## src/hdl/ipc_pkg.sv

```systemverilog
// Purpose: shared constants and types for the isolated command mode controller
// Assumes: 200 MHz system clock
// Notes: times are kept in their own unit, cycle counts derive from them
package ipc_pkg;
    localparam int CLK_MHZ = 200;
    localparam int TIMEOUT_US = 260;
    localparam int TIMEOUT_CYC = TIMEOUT_US * CLK_MHZ;
    localparam int OFF_TIME_US = 21;
    localparam int OFF_TIME_CYC = OFF_TIME_US * CLK_MHZ;
    // a burst edge gap of 2 us at 500 kHz; anything up to 4 us counts as burst spacing
    localparam int BURST_GAP_NS = 4000;
    localparam int BURST_GAP_CYC = BURST_GAP_NS * CLK_MHZ / 1000;
    localparam int BURST_EDGES = 5;
    localparam int BURST_PULSES = 16;
    localparam int LFO_PERIOD_US = 1429;
    localparam int LFO_PERIOD_CYC = LFO_PERIOD_US * CLK_MHZ;

    typedef enum logic [1:0] {
        IPC_STARTUP = 2'b00,
        IPC_RUN = 2'b01,
        IPC_SLEEP = 2'b10
    } ipc_mode_t;

    typedef struct packed {
        logic supply_ok;
        logic supply_above_upper;
        logic regulator_on;
    } ipc_supply_t;
endpackage

```

## src/hdl/ipc_ctrl.sv

```systemverilog
// Purpose: decode the isolated command input and drive the gate output
// Assumes: comparator and supply status inputs are synchronous to clk_in
// Notes: long counts are module parameters so a simulation can shorten them
// Summary of operation
// - low command input drives gate high
// - external commands gate only with regulator off
// - sleep commands need active part, supply ok
// - comparator change ends on-time until next command
// - live pwm stream selects normal run mode
// - idle high past timeout returns to start-up
// - idle low: gate until trip, then timeout
// - five fast falling edges mean sleep
// - sleep blocks internal regulator gating
// - pwm resumed in sleep enters normal run
// - single pulse ends sleep, timeout then start-up
// - sleep keeps linear regulator off until wake
// - supply high enables start-up with regulator on or off
// - sleep accepted from either supply source
// - burst-rate oscillator disabled during normal run
// - start-up off-time fixed after each trip
// - sixteen start-up pulses per oscillator period
`timescale 1ns/1ps
module ipc_ctrl #(
    parameter int TIMEOUT_CYC = ipc_pkg::TIMEOUT_CYC,
    parameter int OFF_TIME_CYC = ipc_pkg::OFF_TIME_CYC,
    parameter int LFO_PERIOD_CYC = ipc_pkg::LFO_PERIOD_CYC,
    parameter int BURST_GAP_CYC = ipc_pkg::BURST_GAP_CYC
) (
    // clock and reset
    input wire logic clk_in,
    input wire logic sys_rst_in,
    // command input from isolator, active low
    input wire logic cmd_n_in,
    // comparators and supply status
    input wire logic peak_limit_trip_in,
    input wire logic ccm_guard_trip_in,
    input wire ipc_pkg::ipc_supply_t supply_in,
    // outputs
    output logic gate_out,
    output logic regulator_enable_out,
    output logic burst_rate_oscillator_en_out,
    output ipc_pkg::ipc_mode_t mode_out
);
    localparam int CW = $clog2(LFO_PERIOD_CYC + TIMEOUT_CYC + 2);

    logic cmd_s1_r, cmd_s2_r, cmd_d_r;
    logic trip_d_r;
    logic [CW-1:0] idle_r, off_r, lfo_r;
    logic [CW-1:0] gap_r;
    logic [2:0] edges_r;
    logic [4:0] pulses_r;
    logic run_gate_r, su_gate_r;
    logic sleep_wake_r;
    ipc_pkg::ipc_mode_t mode_r, mode_nxt;

    wire trip_now = peak_limit_trip_in | ccm_guard_trip_in;
    wire trip_change = trip_now ^ trip_d_r;
    wire fall = cmd_d_r & ~cmd_s2_r;
    wire toggle = cmd_d_r ^ cmd_s2_r;
    wire timed_out = (idle_r >= CW'(TIMEOUT_CYC));
    wire cmd_valid = supply_in.supply_ok;
    wire ext_ok = ~supply_in.regulator_on;
    wire burst_hit = fall & (gap_r < CW'(BURST_GAP_CYC)) &
        (edges_r == 3'(ipc_pkg::BURST_EDGES - 1));
    wire lfo_wrap = (lfo_r >= CW'(LFO_PERIOD_CYC - 1));
    wire su_window = (pulses_r < 5'(ipc_pkg::BURST_PULSES));

    // synchroniser first stage feeds only the second
    always_ff @(posedge clk_in) begin
        if (sys_rst_in) begin
            cmd_s1_r <= 1'b1;
            cmd_s2_r <= 1'b1;
            cmd_d_r <= 1'b1;
            trip_d_r <= 1'b0;
        end else begin
            cmd_s1_r <= cmd_n_in;
            cmd_s2_r <= cmd_s1_r;
            cmd_d_r <= cmd_s2_r;
            trip_d_r <= trip_now;
        end
    end

    // idle timer and burst edge counter
    always_ff @(posedge clk_in) begin
        if (sys_rst_in) begin
            idle_r <= '0;
            gap_r <= '0;
            edges_r <= '0;
        end else begin
            idle_r <= toggle ? '0 : (timed_out ? idle_r : idle_r + 1'b1);
            gap_r <= fall ? '0 : (gap_r < CW'(BURST_GAP_CYC) ? gap_r + 1'b1 : gap_r);
            if (fall) begin
                edges_r <= (gap_r < CW'(BURST_GAP_CYC) && edges_r != 3'(ipc_pkg::BURST_EDGES - 1))
                    ? edges_r + 3'd1 : 3'd1;
            end else if (gap_r >= CW'(BURST_GAP_CYC)) begin
                edges_r <= '0;
            end
        end
    end

    // mode selection; sleep entry accepted whatever powers the supply
    always_comb begin
        mode_nxt = mode_r;
        case (mode_r)
            ipc_pkg::IPC_STARTUP: begin
                if (toggle && ext_ok) mode_nxt = ipc_pkg::IPC_RUN;
            end
            ipc_pkg::IPC_RUN: begin
                if (timed_out) mode_nxt = ipc_pkg::IPC_STARTUP;
            end
            ipc_pkg::IPC_SLEEP: begin
                if (!supply_in.supply_ok) mode_nxt = ipc_pkg::IPC_SLEEP;
                else if (sleep_wake_r && timed_out) mode_nxt = ipc_pkg::IPC_STARTUP;
                else if (sleep_wake_r && toggle && idle_r < CW'(BURST_GAP_CYC * 10))
                    mode_nxt = ipc_pkg::IPC_RUN;
            end
            default: mode_nxt = ipc_pkg::IPC_STARTUP;
        endcase
        if (burst_hit && cmd_valid) mode_nxt = ipc_pkg::IPC_SLEEP;
    end

    // sleep wake tracking: a pulse or a supply drop releases the regulator
    always_ff @(posedge clk_in) begin
        if (sys_rst_in) begin
            sleep_wake_r <= 1'b0;
        end else if (mode_r != ipc_pkg::IPC_SLEEP || burst_hit) begin
            sleep_wake_r <= 1'b0;
        end else if ((fall && cmd_valid) || !supply_in.supply_ok) begin
            sleep_wake_r <= 1'b1;
        end
    end

    // external gate path
    always_ff @(posedge clk_in) begin
        if (sys_rst_in) begin
            run_gate_r <= 1'b0;
        end else if (trip_change || cmd_s2_r) begin
            run_gate_r <= 1'b0;
        end else if (fall) begin
            run_gate_r <= 1'b1;
        end
    end

    // internal current regulator with burst-rate oscillator
    always_ff @(posedge clk_in) begin
        if (sys_rst_in) begin
            su_gate_r <= 1'b0;
            off_r <= '0;
            lfo_r <= '0;
            pulses_r <= '0;
        end else if (mode_r != ipc_pkg::IPC_STARTUP) begin
            su_gate_r <= 1'b0;
            off_r <= '0;
            lfo_r <= '0;
            pulses_r <= '0;
        end else begin
            lfo_r <= lfo_wrap ? '0 : lfo_r + 1'b1;
            if (su_gate_r && trip_now) begin
                su_gate_r <= 1'b0;
                off_r <= CW'(OFF_TIME_CYC);
                pulses_r <= pulses_r + 5'd1;
            end else if (off_r != '0) begin
                off_r <= off_r - 1'b1;
            end else if (!su_gate_r && su_window && supply_in.supply_above_upper) begin
                su_gate_r <= 1'b1;
            end
            if (lfo_wrap) pulses_r <= '0;
        end
    end

    always_ff @(posedge clk_in) begin
        if (sys_rst_in) begin
            mode_r <= ipc_pkg::IPC_STARTUP;
            gate_out <= 1'b0;
            regulator_enable_out <= 1'b1;
            burst_rate_oscillator_en_out <= 1'b1;
            mode_out <= ipc_pkg::IPC_STARTUP;
        end else begin
            mode_r <= mode_nxt;
            mode_out <= mode_r;
            gate_out <= (mode_r == ipc_pkg::IPC_RUN) ? (run_gate_r & ext_ok) :
                (mode_r == ipc_pkg::IPC_STARTUP) ? su_gate_r : 1'b0;
            regulator_enable_out <= (mode_r != ipc_pkg::IPC_SLEEP) | sleep_wake_r;
            burst_rate_oscillator_en_out <= (mode_r == ipc_pkg::IPC_STARTUP);
        end
    end
endmodule // ipc_ctrl

```

## config.mk

```make
export PLATFORM = sky130hd
export DESIGN_NAME = ipc_ctrl
export DESIGN_NICKNAME = d
export VERILOG_FILES = /design/src/hdl/ipc_pkg.sv /design/src/hdl/ipc_ctrl.sv
export SDC_FILE = /design/constraint.sdc
export NUM_CORES = 1
export LEC_CHECK = 0
export BUFFER_PORTS_ARGS = -buffer_cell sky130_fd_sc_hd__buf_4
export CAP_MARGIN = 30
export CORE_ASPECT_RATIO = 1.5
export CORE_MARGIN = 2
export CORE_UTILIZATION = 50
export DETAILED_ROUTE_END_ITERATION = 10
export MAX_ROUTING_LAYER = met4
export PLACE_DENSITY = 0.75
export SETUP_SLACK_MARGIN = 0.5
export SLEW_MARGIN = 5
export SYNTH_ARGS = -nofsm -noshare
export SYNTH_HDL_FRONTEND = slang
export SYNTH_SLANG_ARGS = --single-unit
```

## constraint.sdc

```tcl
create_clock -name clk_in -period 2.1 [get_ports clk_in]
set_input_delay 0.105 -clock clk_in [delete_from_list [all_inputs] [get_ports clk_in]]
set_output_delay 0.105 -clock clk_in [all_outputs]
set_load 0.01 [all_outputs]
```

==> impl_metrics.csv, run 1 <==
group,metric,value,unit
logic_synthesis,synth_flop_cell,"dfxtp_1",
place,dp_hpwl,5690,um
logic_synthesis,synth_edf_count,0,
logic_synthesis,synthXorXnorAreaFrac,10.7,%
final_layout,synthToLayoutAreaGrowth,34.2,%
routing,routed_wl,10000,um
final_layout,layout_commonest_cell,"dfxtp_1",
clocking,cts-root-buf,"clkbuf_16",
clocking,clkLatencyLatePin,0.34,ns
logic_synthesis,synth_top_cell_by_area,"dfxtp_1",
routing,post_drt_wl_per_cell,15.4,um
global_routing,grt_use_total,22.4,%
place,gp_congestion,0.895,
timing,finClkSkew,0.00419,ns
global_routing,grt_pass1_wl,15900,um
timing,rsz0062_at_grt,"yes",
floorplan,start_util,51.0,%
global_routing,grt_pass1_vias,3588,
logic_synthesis,synth_seq_cells,98,
timing,hold_viol,0,
setup_path,crit_fanout,4,
logic_synthesis,syn-num-nets,501,
logic_synthesis,synth.top_cell.area_share,46.3,%
floorplan,ios,13,
final_layout,seqCellArea,2000,um^2
timing,relSlewSlack,63.6,%
pwr,leakage,2.05,nW
timing,fin_tns_setup,0,ns
logic_synthesis,synthAdderAreaFrac,2.95,%
status,status,"finished clean",
timing,whs,0.0328,ns
timing,worst_pin_slew,0.545,ns
clocking,clk_pin_slew,0.06,ns
final_layout,nets,555,
floorplan,die-area,9250,um^2
setup_path,path_class,"flop to flop",
setup_path,endpoint_kind,"flop",
floorplan,num_rows,41,
routing,ant_nets,0,
pwr,power.density,1150,nW/um^2
final_layout,antennaDiodeCount,0,
logic_synthesis,synthesis.area,4240,um^2
setup_path,start_kind,"flop",
clocking,cts_tree,"done",
logic_synthesis,async_flop_share,0,%
final_layout,final_cell_mix,"dfxtp_1 (78), nor2_1 (66), buf_4 (45), nand2_1 (31), xnor2_1 (31)",
timing,maxSlewViolCount,0,
clocking,cts_buffers,9,
min_path,hold_class,"input pin to flop",
place,port_buffers,12,
floorplan,core,8310,um^2
timing,fin_crit_sh,86.4,%
final_layout,nFillCells,623,
logic_synthesis,syn_inst,483,
timing,period_minus_slack,1.82,ns
logic_synthesis,synthTopCellsByArea,"dfxtp_1 (46%), nor2_1 (7.3%), xnor2_1 (6.6%)",
clocking,clock_sinks,98,
routing,first_pass_iters,4,
timing,setup_viol,0,
logic_synthesis,synth_compound_area_share,8.71,%
logic_synthesis,synth_top_family_by_area,"simple AND/OR/NAND/NOR gates",
setup_path,required,2.33,ns
final_layout,multi_input_area,2710,um^2
global_routing,antenna_found_initial,0,
logic_synthesis,yosys_warnings,0,
routing,drc,0,
routing,vias,3664,
logic_synthesis,synthMuxAreaShare,0.502,%
logic_synthesis,yosys.cell_types.count,50,
floorplan,die_y,117,um
clocking,htree_levels,3,
timing,clock.fmax,551,MHz
clocking,clockBufferDepth,2,
routing,drtIter0Drc,203,
pwr,ir_drop,0.602,mV
global_routing,grt_max_degree,18,
final_layout,drive_above_1_share,32.8,%
flow_run,max-cap-violations,0,
setup_path,ff2ff_setup_slack,0.28,ns
routing,viasPerCell,5.65,
setup_path,cp.arrival,2.04,ns
logic_synthesis,yosysSeqAreaShare,46.3,%
global_routing,grt_overflow_total,0,
logic_synthesis,post_synth.cell_area_avg,8.78,um^2
logic_synthesis,yosys.area_share.simple,27.6,%
floorplan,die_width,79.2,um
[report_power, final]
| part | internal, mW | switching [mW] |
|---|---|---|
| logic | 1.39 | 1.35 |
| clock network | 0.829 | 0.685 |
| registers | 2.07 | 0.237 |
[synth_stat cells (3+ instances only)]
cell type  instances
dfxtp_1           98
nor2_1            82
nand2_1           36
xnor2_1           32
inv_1             20
nor3_1            20
xor2_1            20
a21oi_1           19
nor4_1            17
nand3_1           16
nand4_1           14
and2_1            13
clkbuf_1          10
ha_1              10
and3_1             9
a31oi_1            7
o21ai_0            7
or3_1              7
o211ai_1           6
o2111ai_1          3
or2_2              3
[what timing repair did]
| item | 4_1_cts | 5_1_grt |
|---|---|---|
| hold buffers | 1 | 0 |
| cloned | 2 | 1 |
| endpoints found under the setup margin | 62 | 64 |
| endpoints found under the hold margin | 1 | 0 |
| gates resized for setup | 69 | 66 |
| pin swaps | 25 | 43 |
| buffers inserted | 15 | 17 |
[cell type report]
class,instances,area share [%]
clock inverters,5,0.528
multi-input cells,350,47.7
repair buffers,57,8.51
clock buffers,11,4.27
flip-flops and latches,98,35.2
inverters,21,1.43
well taps,107,2.35
[logic make-up (layout without fill, tap and decap cells)]
family | count (synthesis) | in the layout
simple gates | 231 | 231
flops | 98 | 98
compound gates | 55 | 55
xor+xnor | 52 | 52
buf+inv | 35 | 94
fa+ha+maj | 10 | 10
mux | 2 | 2
[registers in the layout, summed over array words and instances (netlist names)]
register / count
gap_r: 19
idle_r: 19
lfo_r: 19
off_r: 19
pulses_r: 5
edges_r: 3
mode_out: 2
mode_r: 2
burst_rate_oscillator_en_out: 1
cmd_d_r: 1
cmd_s1_r: 1
cmd_s2_r: 1
gate_out: 1
regulator_enable_out: 1
run_gate_r: 1
sleep_wake_r: 1
su_gate_r: 1
trip_d_r: 1
[worst max-delay path, cell delays in order, from the launching register on]
cell and delay [ns]:
dfxtp_4 0.36, nor4_4 0.33, buf_4 0.17, nand4_1 0.18
buf_4 0.24, o2111ai_4 0.19, xor2_1 0.18, nor2_1 0.06
[routing by layer]
metal,up-vias,track usage [%],part of all wire [%]
met1,1757,24.9,41
li1,1787,-,-
met5,-,-,0
met3,31,3.37,3.5
met4,0,13.8,3.1
met2,89,37.9,52
[through the flow]
stage               instance area, um^2  power, mW  setup slack (ns)  cells  util [%]
finish                             5690       6.57             0.285    649      68.4
global route                       5690       6.90             0.225    649      68.4
CTS                                5300       5.90             0.305    631      63.8
detailed placement                 4560       3.73             0.236    597      54.9
global placement                   4560       3.68             0.282    597      54.9
floorplan                          4320       3.37             0.424    483         -
[final timing paths]
| check | cells after the start | startpoint | end |
|---|---|---|---|
| setup / recovery | 7 | off_r[9] | off_r[13] |
| hold / removal | 3 | supply_in[1] | su_gate_r |
| setup reg to reg | 7 | off_r[9] | off_r[13] |
| hold reg to reg | 1 | cmd_s1_r | cmd_s2_r |
No activity file was read; power rests on OpenSTA's default activity.
==> inputs of run 2 (changes only) <==
RECOVER_POWER = 50   (was unset)
SLEW_MARGIN = unset   (was 5)
==> impl_metrics.csv, run 2 (same netlist as run 1, synthesis figures left out) <==
group,metric,value,unit
timing,maxSlewViolCount,0,
floorplan,die-area,9250,um^2
floorplan,num_rows,41,
global_routing,grt_busiest_layer,"met2",
floorplan,die_width,79.2,um
setup_path,rr_startpoint,"off_r[8]",
setup_path,critPathSlowestCell,"a2111oi_0",
min_path,whs_endpoint,"su_gate_r",
routing,first_pass_iters,4,
timing,fin_crit_sh,88.6,%
clocking,clockBufferDepth,2,
final_layout,layout_commonest_cell,"dfxtp_1",
min_path,hold_class,"input pin to flop",
place,port_buffers,12,
global_routing,grt_max_degree,18,
place,dp_hpwl,5690,um
setup_path,critPathLaunch,"off_r[8]",
setup_path,path_class,"flop to flop",
floorplan,die_y,117,um
final_layout,final_cell_mix,"dfxtp_1 (80), nor2_1 (67), buf_4 (36), nand2_1 (31), xnor2_1 (31)",
clocking,cts-root-buf,"clkbuf_16",
timing,rsz0062_at_grt,"yes",
global_routing,grt_pass1_wl,15900,um
global_routing,grtUsageMet2,37.9,%
setup_path,ff2ff_setup_slack,0.24,ns
setup_path,worstPathCellList,"nor4_4 > clkbuf_1 > and2_4 > buf_4 > a2111oi_0 > xnor2_1 > nor2_1",
timing,clock.fmax,537,MHz
setup_path,reg2reg_to,"off_r[8]",
floorplan,start_util,51.0,%
global_routing,grt_overflow_total,0,
timing,hold_viol,0,
timing,worst_pin_slew,0.609,ns
setup_path,reg2reg_depth,7,
setup_path,start_kind,"flop",
routing,ant_nets,0,
pwr,power.density,1150,nW/um^2
status,status,"finished clean",
final_layout,multi_input_area,2670,um^2
timing,period_minus_slack,1.86,ns
setup_path,crit_family,"compound AO/OA/AOI/OAI gates",
pwr,pwr-share-seq,35.7,%
floorplan,core,8310,um^2
setup_path,required,2.33,ns
pwr,switching_share,34.5,%
timing,relSlewSlack,58.3,%
floorplan,ios,13,
clocking,clkLatencyLatePin,0.34,ns
pwr,power_switching,2.23,mW
global_routing,grt_use_total,22.4,%
setup_path,worst-path-buf-inv,2,
min_path,min_from,"supply_in[1]",
timing,finClkSkew,0.00586,ns
pwr,p_int,4.24,mW
place,dp_cells,597,
setup_path,crit_fanout,4,
pwr,leakage,2.01,nW
flow_run,max-cap-violations,0,
clocking,htree_levels,3,
routing,drtIter0Drc,218,
final_layout,stdcell_count,649,
setup_path,cp_slowest_stage_delay,0.56,ns
clocking,cts_tree,"done",
global_routing,grt_util_met3,3.37,%
routing,viasPerCell,5.70,
global_routing,grt_pass1_vias,3588,
routing,drc,0,
final_layout,drive_above_1_share,29.7,%
global_routing,met1_usage,24.9,%
global_routing,antenna_found_initial,0,
min_path,whs_path_depth,3,
setup_path,endpoint_kind,"flop",
final_layout,nFillCells,640,
setup_path,cp.arrival,2.09,ns
place,gp_congestion,0.895,
pwr,p_clk_share,23.4,%
timing,fin_tns_setup,0,ns
final_layout,seqCellArea,2000,um^2
clocking,cts_buffers,9,
routing,routed_wl,10100,um
routing,post_drt_wl_per_cell,15.6,um
clocking,clk_pin_slew,0.06,ns
routing,vias,3698,
final_layout,synthToLayoutAreaGrowth,32.4,%
final_layout,nets,555,
final_layout,antennaDiodeCount,0,
pwr,ir_drop,0.602,mV
timing,setup_viol,0,
pwr,combPwrFrac,40.9,%
clocking,clock_sinks,98,
[run 2: cell type report]
class,count,share of cell area [%]
Tap cell,107,2.39
Timing Repair Buffer,57,8.16
Multi-Input combinational cell,350,47.5
Clock buffer,11,4.32
Clock inverter,5,0.535
Inverter,21,1.45
Sequential cell,98,35.7
[run 2: metal layers]
layer | vias to the layer above | routed length, um
met1 | 1798 | 4190
li1 | 1783 | -
met3 | 29 | 343
met5 | - | 0
met4 | 0 | 290
met2 | 88 | 5280
[run 2: tightest hold or removal path, cell delays in order]
cell and delay, ns:
buf_4 0.08, a31oi_1 0.08, nor2_1 0.08
[run 2: how the worst max path moves through the flow]
stage	end	slack [ns]	depth (start not counted)
3_3_place_gp	mode_r[0]	0.28	7
4_1_cts	mode_r[0]	0.31	7
5_1_grt	mode_r[1]	0.16	5
2_1_floorplan	mode_r[0]	0.42	7
3_5_place_dp	mode_r[0]	0.24	5
6_report	off_r[8]	0.24	7
[run 2: power by group through the flow]
stage / clock (mW) / sequential [mW] / combinational, mW
2_1_floorplan: 0 / 2.25 / 1.12
3_3_place_gp: 0 / 2.29 / 1.40
3_5_place_dp: 0 / 2.29 / 1.44
4_1_cts: 1.54 / 2.28 / 2.07
6_report: 1.51 / 2.31 / 2.65
5_1_grt: 1.63 / 2.33 / 2.84
[run 2: metrics by stage]
stage / setup slack [ns] / util (%) / hold slack [ns] / total power, mW / instance area, um^2
6_report: 0.239 / 67.5 / 0.0383 / 6.47 / 5610
5_1_grt: 0.159 / 67.5 / 0.0508 / 6.79 / 5610
4_1_cts: 0.305 / 63.8 / 0.0246 / 5.90 / 5300
3_5_place_dp: 0.236 / 54.9 / 0.292 / 3.73 / 4560
3_3_place_gp: 0.282 / 54.9 / 0.294 / 3.68 / 4560
2_1_floorplan: 0.424 / - / 0.209 / 3.37 / 4320
[run 2: timing repair]
item,4_1_cts,5_1_grt
hold buffers,1,0
endpoints found under the setup margin,62,64
cloned,2,1
pin swaps,25,43
resized for setup,69,66
endpoints found under the hold margin,1,0
buffers inserted,15,17
==> inputs of run 3 (changes only) <==
==> constraint.sdc (replaced) <==
create_clock -name clk_in -period 1.75 [get_ports clk_in]
set_input_delay 0.175 -clock clk_in [delete_from_list [all_inputs] [get_ports clk_in]]
set_output_delay 0.175 -clock clk_in [all_outputs]
set_load 0.01 [all_outputs]
==> impl_metrics.csv, run 3 (same netlist as run 1, synthesis figures left out) <==
group,metric,value,unit
status,status,"finished, violations left",
status,violations,"negative setup slack",
routing,routed_wl,11200,um
pwr,ir_drop,1.27,mV
timing,setup_viol,2,
global_routing,grt_busiest_layer,"met2",
pwr,leakage,2.28,nW
clocking,cts_buffers,9,
routing,drtIter0Drc,187,
clocking,clkLatencyLatePin,0.35,ns
timing,layout_setup_ws,-0.0400,ns
setup_path,crit_fanout,2,
floorplan,core,8310,um^2
setup_path,cp.arrival,2.03,ns
timing,clock.fmax,559,MHz
flow_run,max-cap-violations,0,
place,dp_slack,-0.0312,ns
timing,finClkSkew,0.00498,ns
setup_path,path_class,"flop to flop",
timing,relSlewSlack,62.8,%
floorplan,start_util,51.0,%
routing,drc,0,
global_routing,grt_max_degree,17,
timing,hold_viol,0,
final_layout,layout_commonest_cell,"dfxtp_1",
global_routing,met1_usage,27.4,%
final_layout,synthToLayoutAreaGrowth,48.4,%
place,dp_hpwl,6170,um
final_layout,final_cell_mix,"dfxtp_1 (69), nor2_1 (61), buf_4 (53), xnor2_1 (29), nand2_1 (28)",
setup_path,required,1.99,ns
setup_path,start_kind,"flop",
timing,period_minus_slack,1.79,ns
place,gp_congestion,0.841,
clocking,postCtsHoldBufs,0,
floorplan,num_rows,41,
floorplan,ios,13,
routing,vias,3798,
min_path,hold_class,"input pin to flop",
floorplan,die_width,79.2,um
global_routing,grt_pass1_vias,3824,
clocking,clock_sinks,98,
clocking,clockBufferDepth,2,
floorplan,die-area,9250,um^2
clocking,clk_pin_slew,0.07,ns
pwr,power.density,1350,nW/um^2
floorplan,die_y,117,um
global_routing,grtUsageMet2,44.4,%
clocking,cts-root-buf,"clkbuf_16",
global_routing,antenna_found_initial,0,
global_routing,grt_overflow_total,0,
global_routing,grt_use_total,25.0,%
timing,fin_tns_setup,-0.0786,ns
clocking,htree_levels,3,
place,dp_cells,609,
global_routing,grt_pass1_wl,17600,um
timing,worst_pin_slew,0.557,ns
routing,ant_nets,0,
timing,maxSlewViolCount,0,
final_layout,nets,584,
final_layout,antennaDiodeCount,0,
place,port_buffers,12,
global_routing,grt_util_met3,4.75,%
setup_path,endpoint_kind,"flop",
pwr,p_total,8.50,mW
final_layout,drive_above_1_share,42.7,%
routing,post_drt_wl_per_cell,16.5,um
timing,rsz0062_at_grt,"yes",
final_layout,stdcell_count,678,
routing,first_pass_iters,4,
clocking,cts_tree,"done",
timing,fin_crit_sh,102,%
routing,viasPerCell,5.60,
run 3: changes by cell type in the layout (fill, tap and decap cells not counted), moves of 7 or more:
cell / change
buf_4: +17
dfxtp_1: -11
clkbuf_1: -7
buf_6: +17
nor3_1: -8
dfxtp_2: +10
run 3: cell type report:
cell class | instances | area [um^2]
Clock buffer | 11 | 243
Clock inverter | 5 | 37.5
Fill cell | 529 | 2020
Inverter | 21 | 81.3
Multi-Input combinational cell | 350 | 2950
Sequential cell | 98 | 2020
Tap cell | 107 | 134
Timing Repair Buffer | 86 | 826
run 3: path summary, 6_finish.rpt:
check,from,endpoint,slack [ns],cells past startpoint
worst max-delay path,cmd_s2_r,mode_r[0],-0.04,7
worst min-delay path,cmd_n_in,cmd_s1_r,0.03,2
worst max register to register,cmd_s2_r,mode_r[0],-0.04,7
worst min register to register,cmd_s1_r,cmd_s2_r,0.42,1
run 3: what timing repair did:
item | 4_1_cts | 5_1_grt
setup endpoints to repair | 76 | 85
cloned | 2 | 1
gates resized for setup | 107 | 48
pin swaps | 68 | 30
buffers inserted | 38 | 12
run 3: per-layer routing:
metal	wire length, um	share of wire (%)
met5	0	0
met4	245	2.2
met3	245	2.2
met2	6120	55
met1	4540	41
run 3: where the power goes:
part           total [mW]  internal [mW]  switching, mW
clock                1.88           1.01          0.872
combinational        3.87           1.99           1.88
sequential           2.75           2.48          0.273
total                8.50           5.47           3.03
run 3: critical path, cell delays in order, from the launching register on:
cell       delay (ns)
dfxtp_2          0.32
inv_2            0.06
ha_4             0.20
nand2b_4         0.15
nor4_4           0.23
a311oi_2         0.14
a311o_1          0.30
a2111oi_2        0.29
run 3: per-stage QoR:
step	util [%]	instance area (um^2)	hold slack, ns
finish	75.7	6290	0.0348
detailed placement	58.9	4900	0.384
global placement	58.9	4900	0.382
global route	75.7	6290	0.0226
CTS	71.4	5930	0.0223
floorplan	-	4600	0.279
